File: config.mk
export PLATFORM = sky130hd
export DESIGN_NAME = ecat_top
export DESIGN_NICKNAME = d
export VERILOG_FILES = /design/src/verilog/ecat_pkg.sv /design/src/verilog/ecat_top.sv
export SDC_FILE = /design/constraint.sdc
export NUM_CORES = 2
export LEC_CHECK = 0
export ABC_AREA = 1
export BUFFER_PORTS_ARGS = -buffer_cell sky130_fd_sc_hd__buf_2
export CAP_MARGIN = 40
export CORE_MARGIN = 8
export CORE_UTILIZATION = 30
export CTS_CLUSTER_SIZE = 28
export DETAILED_ROUTE_END_ITERATION = 8
export PLACE_DENSITY = 0.43
export REMOVE_ABC_BUFFERS = 1
export SETUP_SLACK_MARGIN = 0.3
export SLEW_MARGIN = 20
export SYNTH_ARGS = -nofsm -noshare
export SYNTH_HDL_FRONTEND = slang
export SYNTH_SLANG_ARGS = --single-unit
File: constraint.sdc
create_clock -name core_clk -period 28.8 [get_ports core_clk]
set_clock_uncertainty 0.15 [all_clocks]
set_input_delay 5.76 -clock core_clk [delete_from_list [all_inputs] [get_ports core_clk]]
set_output_delay 5.76 -clock core_clk [all_outputs]
set_load 0.1 [all_outputs]
File: src/verilog/ecat_pkg.sv
// constants for the encoder compare acquisition trigger
package ecat_pkg;
  localparam int NCH = 8;
  localparam int CHW = 24;
  localparam int TMPW = 16;
  localparam int QDEPTH = 8;
  localparam int QAW = 3;
  localparam logic [7:0] A_CTRL = 8'h00;
  localparam logic [7:0] A_CMP = 8'h04;
  localparam logic [7:0] A_DELAY = 8'h08;
  localparam logic [7:0] A_STAT = 8'h0C;
  localparam logic [7:0] A_MASK = 8'h10;
  localparam logic [7:0] A_CNT = 8'h14;
  localparam logic [7:0] A_TS = 8'h18;
  localparam logic [7:0] A_ARCNT = 8'h1C;
  localparam logic [7:0] A_LCNT = 8'h20;
  localparam logic [7:0] A_LTMP = 8'h24;
  localparam logic [7:0] A_QLVL = 8'h28;
  localparam logic [7:0] A_POP = 8'h2C;
  localparam logic [7:0] A_FAULT = 8'h30;
  localparam logic [7:0] A_CH0 = 8'h40;
  // ctrl fields
  localparam int C_EDGE = 0;   // [1:0] 0:x1 1:x2 2:x4
  localparam int C_CMPEN = 2;
  localparam int C_MOD = 3;
  localparam int C_SEQ = 4;    // 0 auto-refresh, 1 sequence
  localparam int C_SRC = 5;    // [6:5] 0 free,1 delay,2 hw trig,3 sync or compare trig
  localparam int C_AVG = 7;
  localparam int C_RUN = 8;
  localparam int C_DIAG = 9;
  localparam logic [31:0] CTRL_RST = 32'h0000_0000;
  localparam int S_TRIG = 0;
  localparam int S_ACQ = 1;
  localparam int S_OVF = 2;
  localparam int S_FLT = 3;
  localparam int NSTAT = 4;
endpackage : ecat_pkg

File: src/verilog/ecat_top.sv
// acquisition control with encoder compare, latching and result delivery
//
// The address map and the AHB-Lite register port were decided locally.
`timescale 1ns/100ps
module ecat_top (
  input wire logic core_clk,
  input wire logic reset,
  input wire logic clk_en,
  input wire logic [31:0] haddr,
  input wire logic [1:0] htrans,
  input wire logic hwrite,
  input wire logic [2:0] hsize,
  input wire logic [31:0] hwdata,
  input wire logic hsel,
  input wire logic hready,
  output logic [31:0] hrdata,
  output logic hreadyout,
  output logic hresp,
  input wire logic enc_a,
  input wire logic enc_b,
  input wire logic hw_trig,
  input wire logic sync_in,
  output logic sync_out,
  input wire logic [8*24-1:0] adc_data,
  input wire logic [15:0] temp_data,
  input wire logic [7:0] short_det,
  input wire logic [7:0] break_det,
  output logic irq
);
  typedef struct packed {
    logic [31:0] ctrl;
    logic [31:0] cmp;
    logic [31:0] dly;
    logic [31:0] dcnt;
    logic [ecat_pkg::NSTAT-1:0] stat;
    logic [ecat_pkg::NSTAT-1:0] mask;
    logic [31:0] cnt;
    logic [31:0] ncmp;
    logic [1:0] ab;
    logic eq;
    logic [31:0] ts;
    logic [31:0] arcnt;
    logic [31:0] lcnt;
    logic [31:0] lts;
    logic [15:0] ltmp;
    logic [8*24-1:0] lch;
    logic [15:0] flt;
    logic [ecat_pkg::QAW:0] lvl;
    logic [ecat_pkg::QAW-1:0] wp;
    logic [ecat_pkg::QAW-1:0] rp;
    logic sync;
    logic ap;
    logic aw;
    logic [7:0] aa;
    logic [31:0] rd;
    logic irq;
  } ecat_st_t;
  ecat_st_t s_q, s_d;
  // sequence queue: row = ts, count, temp, all eight channels
  logic [31:0] q_ts [ecat_pkg::QDEPTH];
  logic [31:0] q_cnt [ecat_pkg::QDEPTH];
  logic [15:0] q_tmp [ecat_pkg::QDEPTH];
  logic [8*24-1:0] q_ch [ecat_pkg::QDEPTH];
  logic step;
  logic dir;
  logic trig_cmp;
  logic acq;
  logic push;
  logic pop;
  logic wr_ok;
  logic rd_ok;
  logic [31:0] wv;
  logic [31:0] rv;

  // quadrature decode
  always_comb begin
    logic x;
    logic y;
    x = s_q.ab[0] ^ enc_a;
    y = s_q.ab[1] ^ enc_b;
    dir = ~(enc_a ^ s_q.ab[1]);
    unique case (s_q.ctrl[ecat_pkg::C_EDGE +: 2])
      2'h0: step = x & enc_a & ~enc_b;
      2'h1: step = x;
      default: step = x | y;
    endcase
    if (x & y) begin
      step = 1'b0;
    end
  end

  // count reached compare; one pulse per match
  assign trig_cmp = s_q.ctrl[ecat_pkg::C_CMPEN] & (s_q.cnt == s_q.ncmp) & ~s_q.eq;

  always_comb begin
    logic t;
    t = 1'b0;
    unique case (s_q.ctrl[ecat_pkg::C_SRC +: 2])
      2'h0: t = 1'b1;
      2'h1: t = (s_q.dcnt == 32'h0000_0000);
      2'h2: t = hw_trig;
      default: t = sync_in | trig_cmp;
    endcase
    acq = s_q.ctrl[ecat_pkg::C_RUN] & t;
  end

  assign push = acq & s_q.ctrl[ecat_pkg::C_SEQ] & (s_q.lvl != (ecat_pkg::QAW+1)'(ecat_pkg::QDEPTH));
  assign wr_ok = s_q.ap & s_q.aw;
  assign rd_ok = hsel & hready & htrans[1] & ~hwrite;
  assign pop = rd_ok & (haddr[7:0] == ecat_pkg::A_POP) & (s_q.lvl != '0);
  assign wv = hwdata;

  always_comb begin
    rv = 32'h0000_0000;
    unique case (haddr[7:0])
      ecat_pkg::A_CTRL: rv = s_q.ctrl;
      ecat_pkg::A_CMP: rv = s_q.cmp;
      ecat_pkg::A_DELAY: rv = s_q.dly;
      ecat_pkg::A_STAT: rv = {28'h0, s_q.stat};
      ecat_pkg::A_MASK: rv = {28'h0, s_q.mask};
      ecat_pkg::A_CNT: rv = s_q.cnt;
      ecat_pkg::A_TS: rv = s_q.lts;
      ecat_pkg::A_ARCNT: rv = s_q.arcnt;
      ecat_pkg::A_LCNT: rv = s_q.lcnt;
      ecat_pkg::A_LTMP: rv = {16'h0, s_q.ltmp};
      ecat_pkg::A_QLVL: rv = {28'h0, s_q.lvl};
      ecat_pkg::A_POP: rv = (s_q.lvl != '0) ? q_cnt[s_q.rp] : 32'h0000_0000;
      ecat_pkg::A_FAULT: rv = {16'h0, s_q.flt};
      default: begin
        for (int i = 0; i < ecat_pkg::NCH; i++) begin
          if (haddr[7:0] == ecat_pkg::A_CH0 + 8'(4*i)) begin
            rv = {8'h0, s_q.lch[i*24 +: 24]};
          end
        end
      end
    endcase
  end

  always_comb begin
    logic [ecat_pkg::NSTAT-1:0] ev;
    logic [15:0] f;
    s_d = s_q;
    ev = '0;
    f = {break_det, short_det} & {16{s_q.ctrl[ecat_pkg::C_DIAG]}};
    s_d.ab = {enc_b, enc_a};
    s_d.ts = s_q.ts + 32'h0000_0001;
    if (step) begin
      s_d.cnt = dir ? s_q.cnt - 32'h0000_0001 : s_q.cnt + 32'h0000_0001;
    end
    s_d.eq = s_q.cnt == s_q.ncmp;
    s_d.sync = trig_cmp;
    if (trig_cmp & s_q.ctrl[ecat_pkg::C_MOD]) begin
      s_d.ncmp = s_q.ncmp + s_q.cmp;
    end
    if (s_q.ctrl[ecat_pkg::C_SRC +: 2] == 2'h1) begin
      s_d.dcnt = (s_q.dcnt == 32'h0000_0000) ? s_q.dly : s_q.dcnt - 32'h0000_0001;
    end
    ev[ecat_pkg::S_TRIG] = trig_cmp;
    ev[ecat_pkg::S_FLT] = |(f & ~s_q.flt);
    s_d.flt = s_q.flt | f;
    if (acq) begin
      ev[ecat_pkg::S_ACQ] = 1'b1;
      s_d.lcnt = s_q.cnt;
      s_d.lts = s_q.ts;
      s_d.ltmp = temp_data;
      for (int i = 0; i < ecat_pkg::NCH; i++) begin
        if (s_q.ctrl[ecat_pkg::C_AVG] & ~s_q.ctrl[ecat_pkg::C_SEQ]) begin
          s_d.lch[i*24 +: 24] = 24'((25'(s_q.lch[i*24 +: 24]) + 25'(adc_data[i*24 +: 24])) >> 1);
        end else begin
          s_d.lch[i*24 +: 24] = adc_data[i*24 +: 24];
        end
      end
      if (~s_q.ctrl[ecat_pkg::C_SEQ]) begin
        s_d.arcnt = s_q.arcnt + 32'h0000_0001;
      end else if (~push) begin
        ev[ecat_pkg::S_OVF] = 1'b1;
      end
    end
    if (push) begin
      s_d.wp = s_q.wp + 1'b1;
    end
    if (pop) begin
      s_d.rp = s_q.rp + 1'b1;
    end
    s_d.lvl = s_q.lvl + (ecat_pkg::QAW+1)'(push) - (ecat_pkg::QAW+1)'(pop);
    s_d.ap = hsel & hready & htrans[1];
    s_d.aw = hwrite;
    s_d.aa = haddr[7:0];
    if (rd_ok) begin
      s_d.rd = rv;
    end
    if (wr_ok) begin
      unique case (s_q.aa)
        ecat_pkg::A_CTRL: s_d.ctrl = wv;
        ecat_pkg::A_CMP: begin
          s_d.cmp = wv;
          s_d.ncmp = wv;
        end
        ecat_pkg::A_DELAY: s_d.dly = wv;
        ecat_pkg::A_STAT: s_d.stat = s_q.stat & ~wv[ecat_pkg::NSTAT-1:0];
        ecat_pkg::A_MASK: s_d.mask = wv[ecat_pkg::NSTAT-1:0];
        ecat_pkg::A_CNT: s_d.cnt = wv;
        ecat_pkg::A_FAULT: s_d.flt = (s_q.flt & ~wv[15:0]) | f;
        default: s_d.ctrl = s_q.ctrl;
      endcase
    end
    s_d.stat = s_d.stat | ev;
    s_d.irq = |(s_d.stat & s_d.mask);
  end

  always_ff @(posedge core_clk or posedge reset) begin
    if (reset) begin
      s_q <= '0;
    end else if (clk_en) begin
      s_q <= s_d;
    end
  end

  always_ff @(posedge core_clk) begin
    if (clk_en & push) begin
      q_ts[s_q.wp] <= s_q.ts;
      q_cnt[s_q.wp] <= s_q.cnt;
      q_tmp[s_q.wp] <= temp_data;
      q_ch[s_q.wp] <= adc_data;
    end
  end

  assign hrdata = s_q.rd;
  assign hreadyout = 1'b1;
  assign hresp = 1'b0;
  assign sync_out = s_q.sync;
  assign irq = s_q.irq;

  for (genvar g = 0; g < ecat_pkg::NCH; g++) begin : g_chan

  end
endmodule : ecat_top

* Word-level counts from Yosys, hierarchy flattened
Memory sizes are Yosys's and may differ from the RTL's.
Index checks and enable logic that the tools add are counted.
** Storage, ports and cells
- Register bits :: 609
- Memory bits (writable) :: 256
- Input port bits :: 303
- Output and inout port bits :: 36
- Word-level logic and storage cells :: 167
- Memories :: 1
** Memory list
- q_cnt :: depth 8, bits a word 32, read ports 1, clocked after Yosys merged registers in 0, write ports 1, RTL line ecat_top.sv:61 : logic [31:0] q_cnt [ecat_pkg::QDEPTH];
** Cells by class
- Add/sub/neg operators :: 18
- Eq/ne operators :: 31
- Multiplexer cells :: 37
- Bitwise logic cells :: 37
- Reduce and logical (&&, ||, !) cells :: 17
** Operators with widths (number)
- 32-bit 2-to-1 mux :: 14
- 32-bit case mux with 13 select lines :: 1
- 24-bit 2-to-1 mux :: 9
- 24-bit by 24-bit adder with 25-bit output :: 8
- 32-bit by 1-bit adder with 32-bit output, second input constant :: 3
- 72-bit 2-to-1 mux :: 1
- 8-bit by 7-bit equality test with 1-bit output, second input constant :: 8
- 32-bit by 1-bit subtractor with 32-bit output, second input constant :: 2
- 16-bit AND :: 3
- 8-bit by 5-bit equality test with 1-bit output, second input constant :: 6
- 8-bit by 6-bit equality test with 1-bit output, second input constant :: 6
- 32-bit adder :: 1
- 32-bit equality test :: 1
- 8-bit by 4-bit equality test with 1-bit output, second input constant :: 4
- 32-bit zero test :: 1
- 16-bit 2-to-1 mux :: 2
- 16-bit NOT :: 2
- 16-bit bitwise OR :: 2
- 1-bit AND :: 17
- 8-bit by 3-bit equality test with 1-bit output, second input constant :: 2
- 8-bit zero test :: 2
- 16-bit OR reduction :: 1
- 3-bit AND reduction :: 4
- 2-bit AND reduction :: 5
- other kinds (20) :: 35

* Longest topological paths before layout
- Word-level depth :: 14
- Mapped depth :: 19
- Mapped depth without buffers :: 19

* Worst setup path after synthesis
No wires, ideal clock.
- Path type :: input to register
- Start point :: input port enc_a
- End point :: register s_q[467] in the netlist's numbering
- Setup time :: 0.116 ns
- Arrival time :: 9.064 ns
- Data required time :: 28.534 ns
- Setup slack :: 19.470 ns
- Stages on the path :: 17
- Buffers on the path :: 0
- Cells stage by stage :: xnor2_1 -> inv_1 -> fa_1 -> inv_1 -> nand2_1 -> a21oi_1 -> a21oi_1 -> o21ai_0 -> nand2_1 -> nand2_1 -> nand2_1 -> inv_1 -> o21ai_0 -> nand3_1 -> nand2_1 -> nand2_1 -> nand2_1
** On the way
- Cells in the longest elaborated chain, start to end :: 8
- Elaborated cells between the ends (all ways) :: 12
- Those cells by class :: mux (6); bitwise (6)
** Ends and longest elaborated chain
- start, declared :: RTL line ecat_top.sv:19 : input wire logic enc_a,
- 1-bit bitwise XOR :: RTL line ecat_top.sv:79 : x = s_q.ab[0] ^ enc_a;
- 1-bit AND (2 in a row) :: RTL line ecat_top.sv:83 : 2'h0: step = x & enc_a & ~enc_b;
- 1-bit case mux with 2 select lines :: RTL line ecat_top.sv:82 : unique case (s_q.ctrl[ecat_pkg::C_EDGE +: 2])
- 1-bit 2-to-1 mux :: RTL line ecat_top.sv:87 : if (x & y) begin
- 32-bit 2-to-1 mux * :: RTL line ecat_top.sv:147 : if (step) begin
- 32-bit 2-to-1 mux :: RTL line ecat_top.sv:193 : unique case (s_q.aa)
- 72-bit 2-to-1 mux * :: RTL line ecat_top.sv:192 : if (wr_ok) begin
- end signal, assigned :: RTL line ecat_top.sv:213 : s_q <= '0;
- end signal, assigned :: RTL line ecat_top.sv:215 : s_q <= s_d;
- end, declared :: RTL line ecat_top.sv:58 : ecat_st_t s_q, s_d;
Mark *: on every way between the ends. The rest lies on a longest branch, timed or not.
A chain may end at the register's enable or synchronous reset.

==> impl_metrics.env <==
export IMPL_areaGrowthSynthToFinish_pct=14.62
export IMPL_layout_nets=8021
export IMPL_fmax_mhz=114.8
export IMPL_vias=52720
export IMPL_syn_inst=7241
export IMPL_fin_setup_tns_ns=0
export IMPL_drive_above_1_share_pct=9.337
export IMPL_ys_async_sr_fraction_pct=70.40
export IMPL_grt_usage_pct=23.47
export IMPL_required_ns=29.24
export IMPL_wl_per_cell_um=24.05
export IMPL_postLayoutSetupSlackWorst_ns=20.09
export IMPL_hold_viol_final=0
export IMPL_cts_path_max_buffers=3
export IMPL_gp_congestion=0.9492
export IMPL_core_area_um2=183300
export IMPL_h_tree_depth=3
export IMPL_grt_max_degree=179
export IMPL_synth_edff_count=256
export IMPL_clock_latency_ns=0.76
export IMPL_drc=0
export IMPL_p_per_area_nw_per_um2=63.77
export IMPL_fp_row_count=157
export IMPL_fillers=19540
export IMPL_worstSetupPathType="in -> reg"
export IMPL_maxCapViolCount=0
export IMPL_first_global_vias=50150
export IMPL_cts_sinks=865
export IMPL_hp_class="reg -> reg"
export IMPL_path_clk_slew_ns=0.06
export IMPL_fp_dieArea_um2=198400
export IMPL_fin_crit_ns=8.708
export IMPL_fp_dieH_um=445.5
export IMPL_routed_wirelength_um=241200
export IMPL_end_kind="flop"
export IMPL_first_iter_violations=4830
export IMPL_max_slew_margin_pct=29.86
export IMPL_synth_top_flop_cell="dfrtp_1"
export IMPL_yosysSeqAreaShare_pct=41.43
export IMPL_grt_pass1_wl_um=350500
export IMPL_hpwlAfterDp_um=182500
export IMPL_pin_count=339
export IMPL_crit_fanout=33
export IMPL_synth_cell_area_um2=55330
export IMPL_cp_arrival_ns=9.15
export IMPL_worstMarginPinSlew_ns=1.052
export IMPL_grt_overflow=0
export IMPL_firstDrtPassIters=6
export IMPL_synth_seq_cells=865
export IMPL_post_synth_num_cell_types=57
export IMPL_start_util_pct=30.19
export IMPL_p_leak_nw=28.39
export IMPL_numCtsBuffers=107
export IMPL_ir_drop_mv=0.04972
export IMPL_slew_viol_final=0
export IMPL_avgSynthCellArea_um2=7.642
export IMPL_via_per_inst=5.258
export IMPL_cts_setup_buffers=0
export IMPL_finalSetupViolations=0
export IMPL_total_power_mw=4.045
export IMPL_design_area_um2=63420
export IMPL_ctsResizeCount=0
export IMPL_dp_slack_ns=19.03
export IMPL_holdBufCountCts=0
export IMPL_rsz0062_at_grt="false"
export IMPL_ant_nets=0
export IMPL_period_share_pct=30.24
export IMPL_tritoncts="done"
export IMPL_die_x_um=445.5
export IMPL_status="finished, final reports clean"
export IMPL_placed_cell_area_um2=59590
export IMPL_port_buffer_count=308
export IMPL_ys_warn_count=0
export IMPL_grt_antenna_before_repair=60
export IMPL_root_buffer="clkbuf_16"
export IMPL_critPathLaunchType="input pin"
==> cell usage in the layout, fill, tap and decap left out, types with 29 or more instances in the layout <==
cell and count:
nand2_1 1705, o21ai_0 874, inv_1 657, nor2_1 619
dfrtp_1 607, a21oi_1 547, buf_2 312, nand3_1 284
ha_1 258, edfxtp_1 256, xor2_1 117, clkbuf_16 109
o211ai_1 108, o22ai_1 101, o21ai_1 98, nand4_1 80
nor3_1 80, buf_4 76, or2_2 60, xnor2_1 58
o221ai_1 51, nor4_1 50, o21bai_1 40, o31ai_1 31
o21a_1 30, a221oi_1 29
==> per-stage QoR <==
stage	hold slack, ns	util (%)	cells
2_1_floorplan	0.2917	-	6930
4_1_cts	0.3246	34.51	9998
3_3_place_gp	0.3060	32.30	9776
3_5_place_dp	0.3091	32.52	9798
6_report	0.3203	34.61	10030
5_1_grt	0.3477	34.60	10020
==> synth_stat cells, types with 7 or more instances <==
cell type,n,area share (%)
a211oi_1,8,0.11
a21boi_0,9,0.12
a21o_1,13,0.18
a21oi_1,547,4.9
a221oi_1,29,0.46
a31oi_1,11,0.12
buf_1,17,0.12
buf_2,40,0.36
buf_4,53,0.72
buf_6,7,0.14
clkbuf_1,194,1.3
dfrtp_1,609,28
edfxtp_1,256,14
fa_1,11,0.40
ha_1,258,5.8
inv_1,661,4.5
inv_2,11,0.075
nand2_1,1706,12
nand3_1,285,2.6
nand3b_1,21,0.28
nand4_1,80,0.90
nor2_1,629,4.3
nor2_2,7,0.079
nor3_1,84,0.76
nor4_1,51,0.58
o2111ai_1,8,0.13
o211ai_1,108,1.5
o21a_1,30,0.41
o21ai_0,874,7.9
o21ai_1,98,0.89
o21bai_1,40,0.54
o221ai_1,51,0.81
o22ai_1,101,1.1
o311ai_0,9,0.14
o31ai_1,31,0.42
or2_2,60,0.68
xnor2_1,59,0.93
xor2_1,117,1.9
==> flip-flops by register name, indices dropped and copies added, names as in the netlist <==
register,cells
s_q,575
irq,1
hrdata,32
q_cnt,256
sync_out,1
==> final cells by class <==
| cell class | instances | area (um2) | area share (%) |
|---|---|---|---|
| inverter | 678 | 2556 | 4.030 |
| timing repair buffer | 410 | 2626 | 4.141 |
| clock buffer | 152 | 3049 | 4.808 |
| sequential | 865 | 22930 | 36.16 |
| multi-input combinational | 5387 | 28510 | 44.95 |
| clock inverter | 48 | 609.3 | 0.9607 |
| tap | 2464 | 3083 | 4.861 |
| antenna | 23 | 57.56 | 0.09075 |
==> critical path, stage by stage <==
cell and delay (ns):
buf_2 0.10, nor2_1 0.19, inv_1 0.11, nor3_2 0.39, nand2_1 0.17, nor2_4 0.11, buf_4 0.47, inv_1 0.13
nor3_1 0.53, ha_1 0.35, inv_1 0.05, ha_1 0.18, fa_1 0.42, nand2_1 0.07, o21ai_0 0.08
==> cells by family (layout without fill, tap and decap cells) <==
family          count (synthesis)  count (layout)  share of synthesized area, %
compound gates               1990            1990                         20.17
buf+inv                       989            1288                         7.254
other cells                     2              25                       0.01357
flops                         865             865                         41.43
fa+ha+maj                     269             269                         6.232
xor+xnor                      176             176                         2.786
simple gates                 2950            2950                         22.11
==> path summary, 6_finish.rpt <==
kind	endpoint	start	slack, ns	cells past startpoint
max in group asynchronous	s_q[564]	reset	20.75	7
min in group asynchronous	s_q[196]	reset	5.03	2
hold reg to reg	s_q[405]	s_q[405]	0.32	1
setup / recovery	s_q[51]	haddr[0]	20.09	15
hold / removal	s_q[405]	s_q[405]	0.32	1
setup reg to reg	q_cnt[4][19]	s_q[441]	23.64	15
==> layer usage <==
metal	routed length, um	vias up	track usage, %	share of wire, %
li1	-	25190	-	-
met1	111900	25630	33.40	46
met2	107600	1571	36.93	45
met3	13380	318	2.877	5.5
met4	8310	2	7.873	3.4
met5	16	-	0	0.0066
==> power breakdown <==
part / switching (mW) / internal [mW] / leakage [nW]
clock network: 0.594 / 0.829 / 1.77
logic: 0.710 / 0.336 / 16.6
registers: 0.168 / 1.41 / 9.97
total: 1.47 / 2.57 / 28.4
No activity file was read; power rests on OpenSTA's default activity.
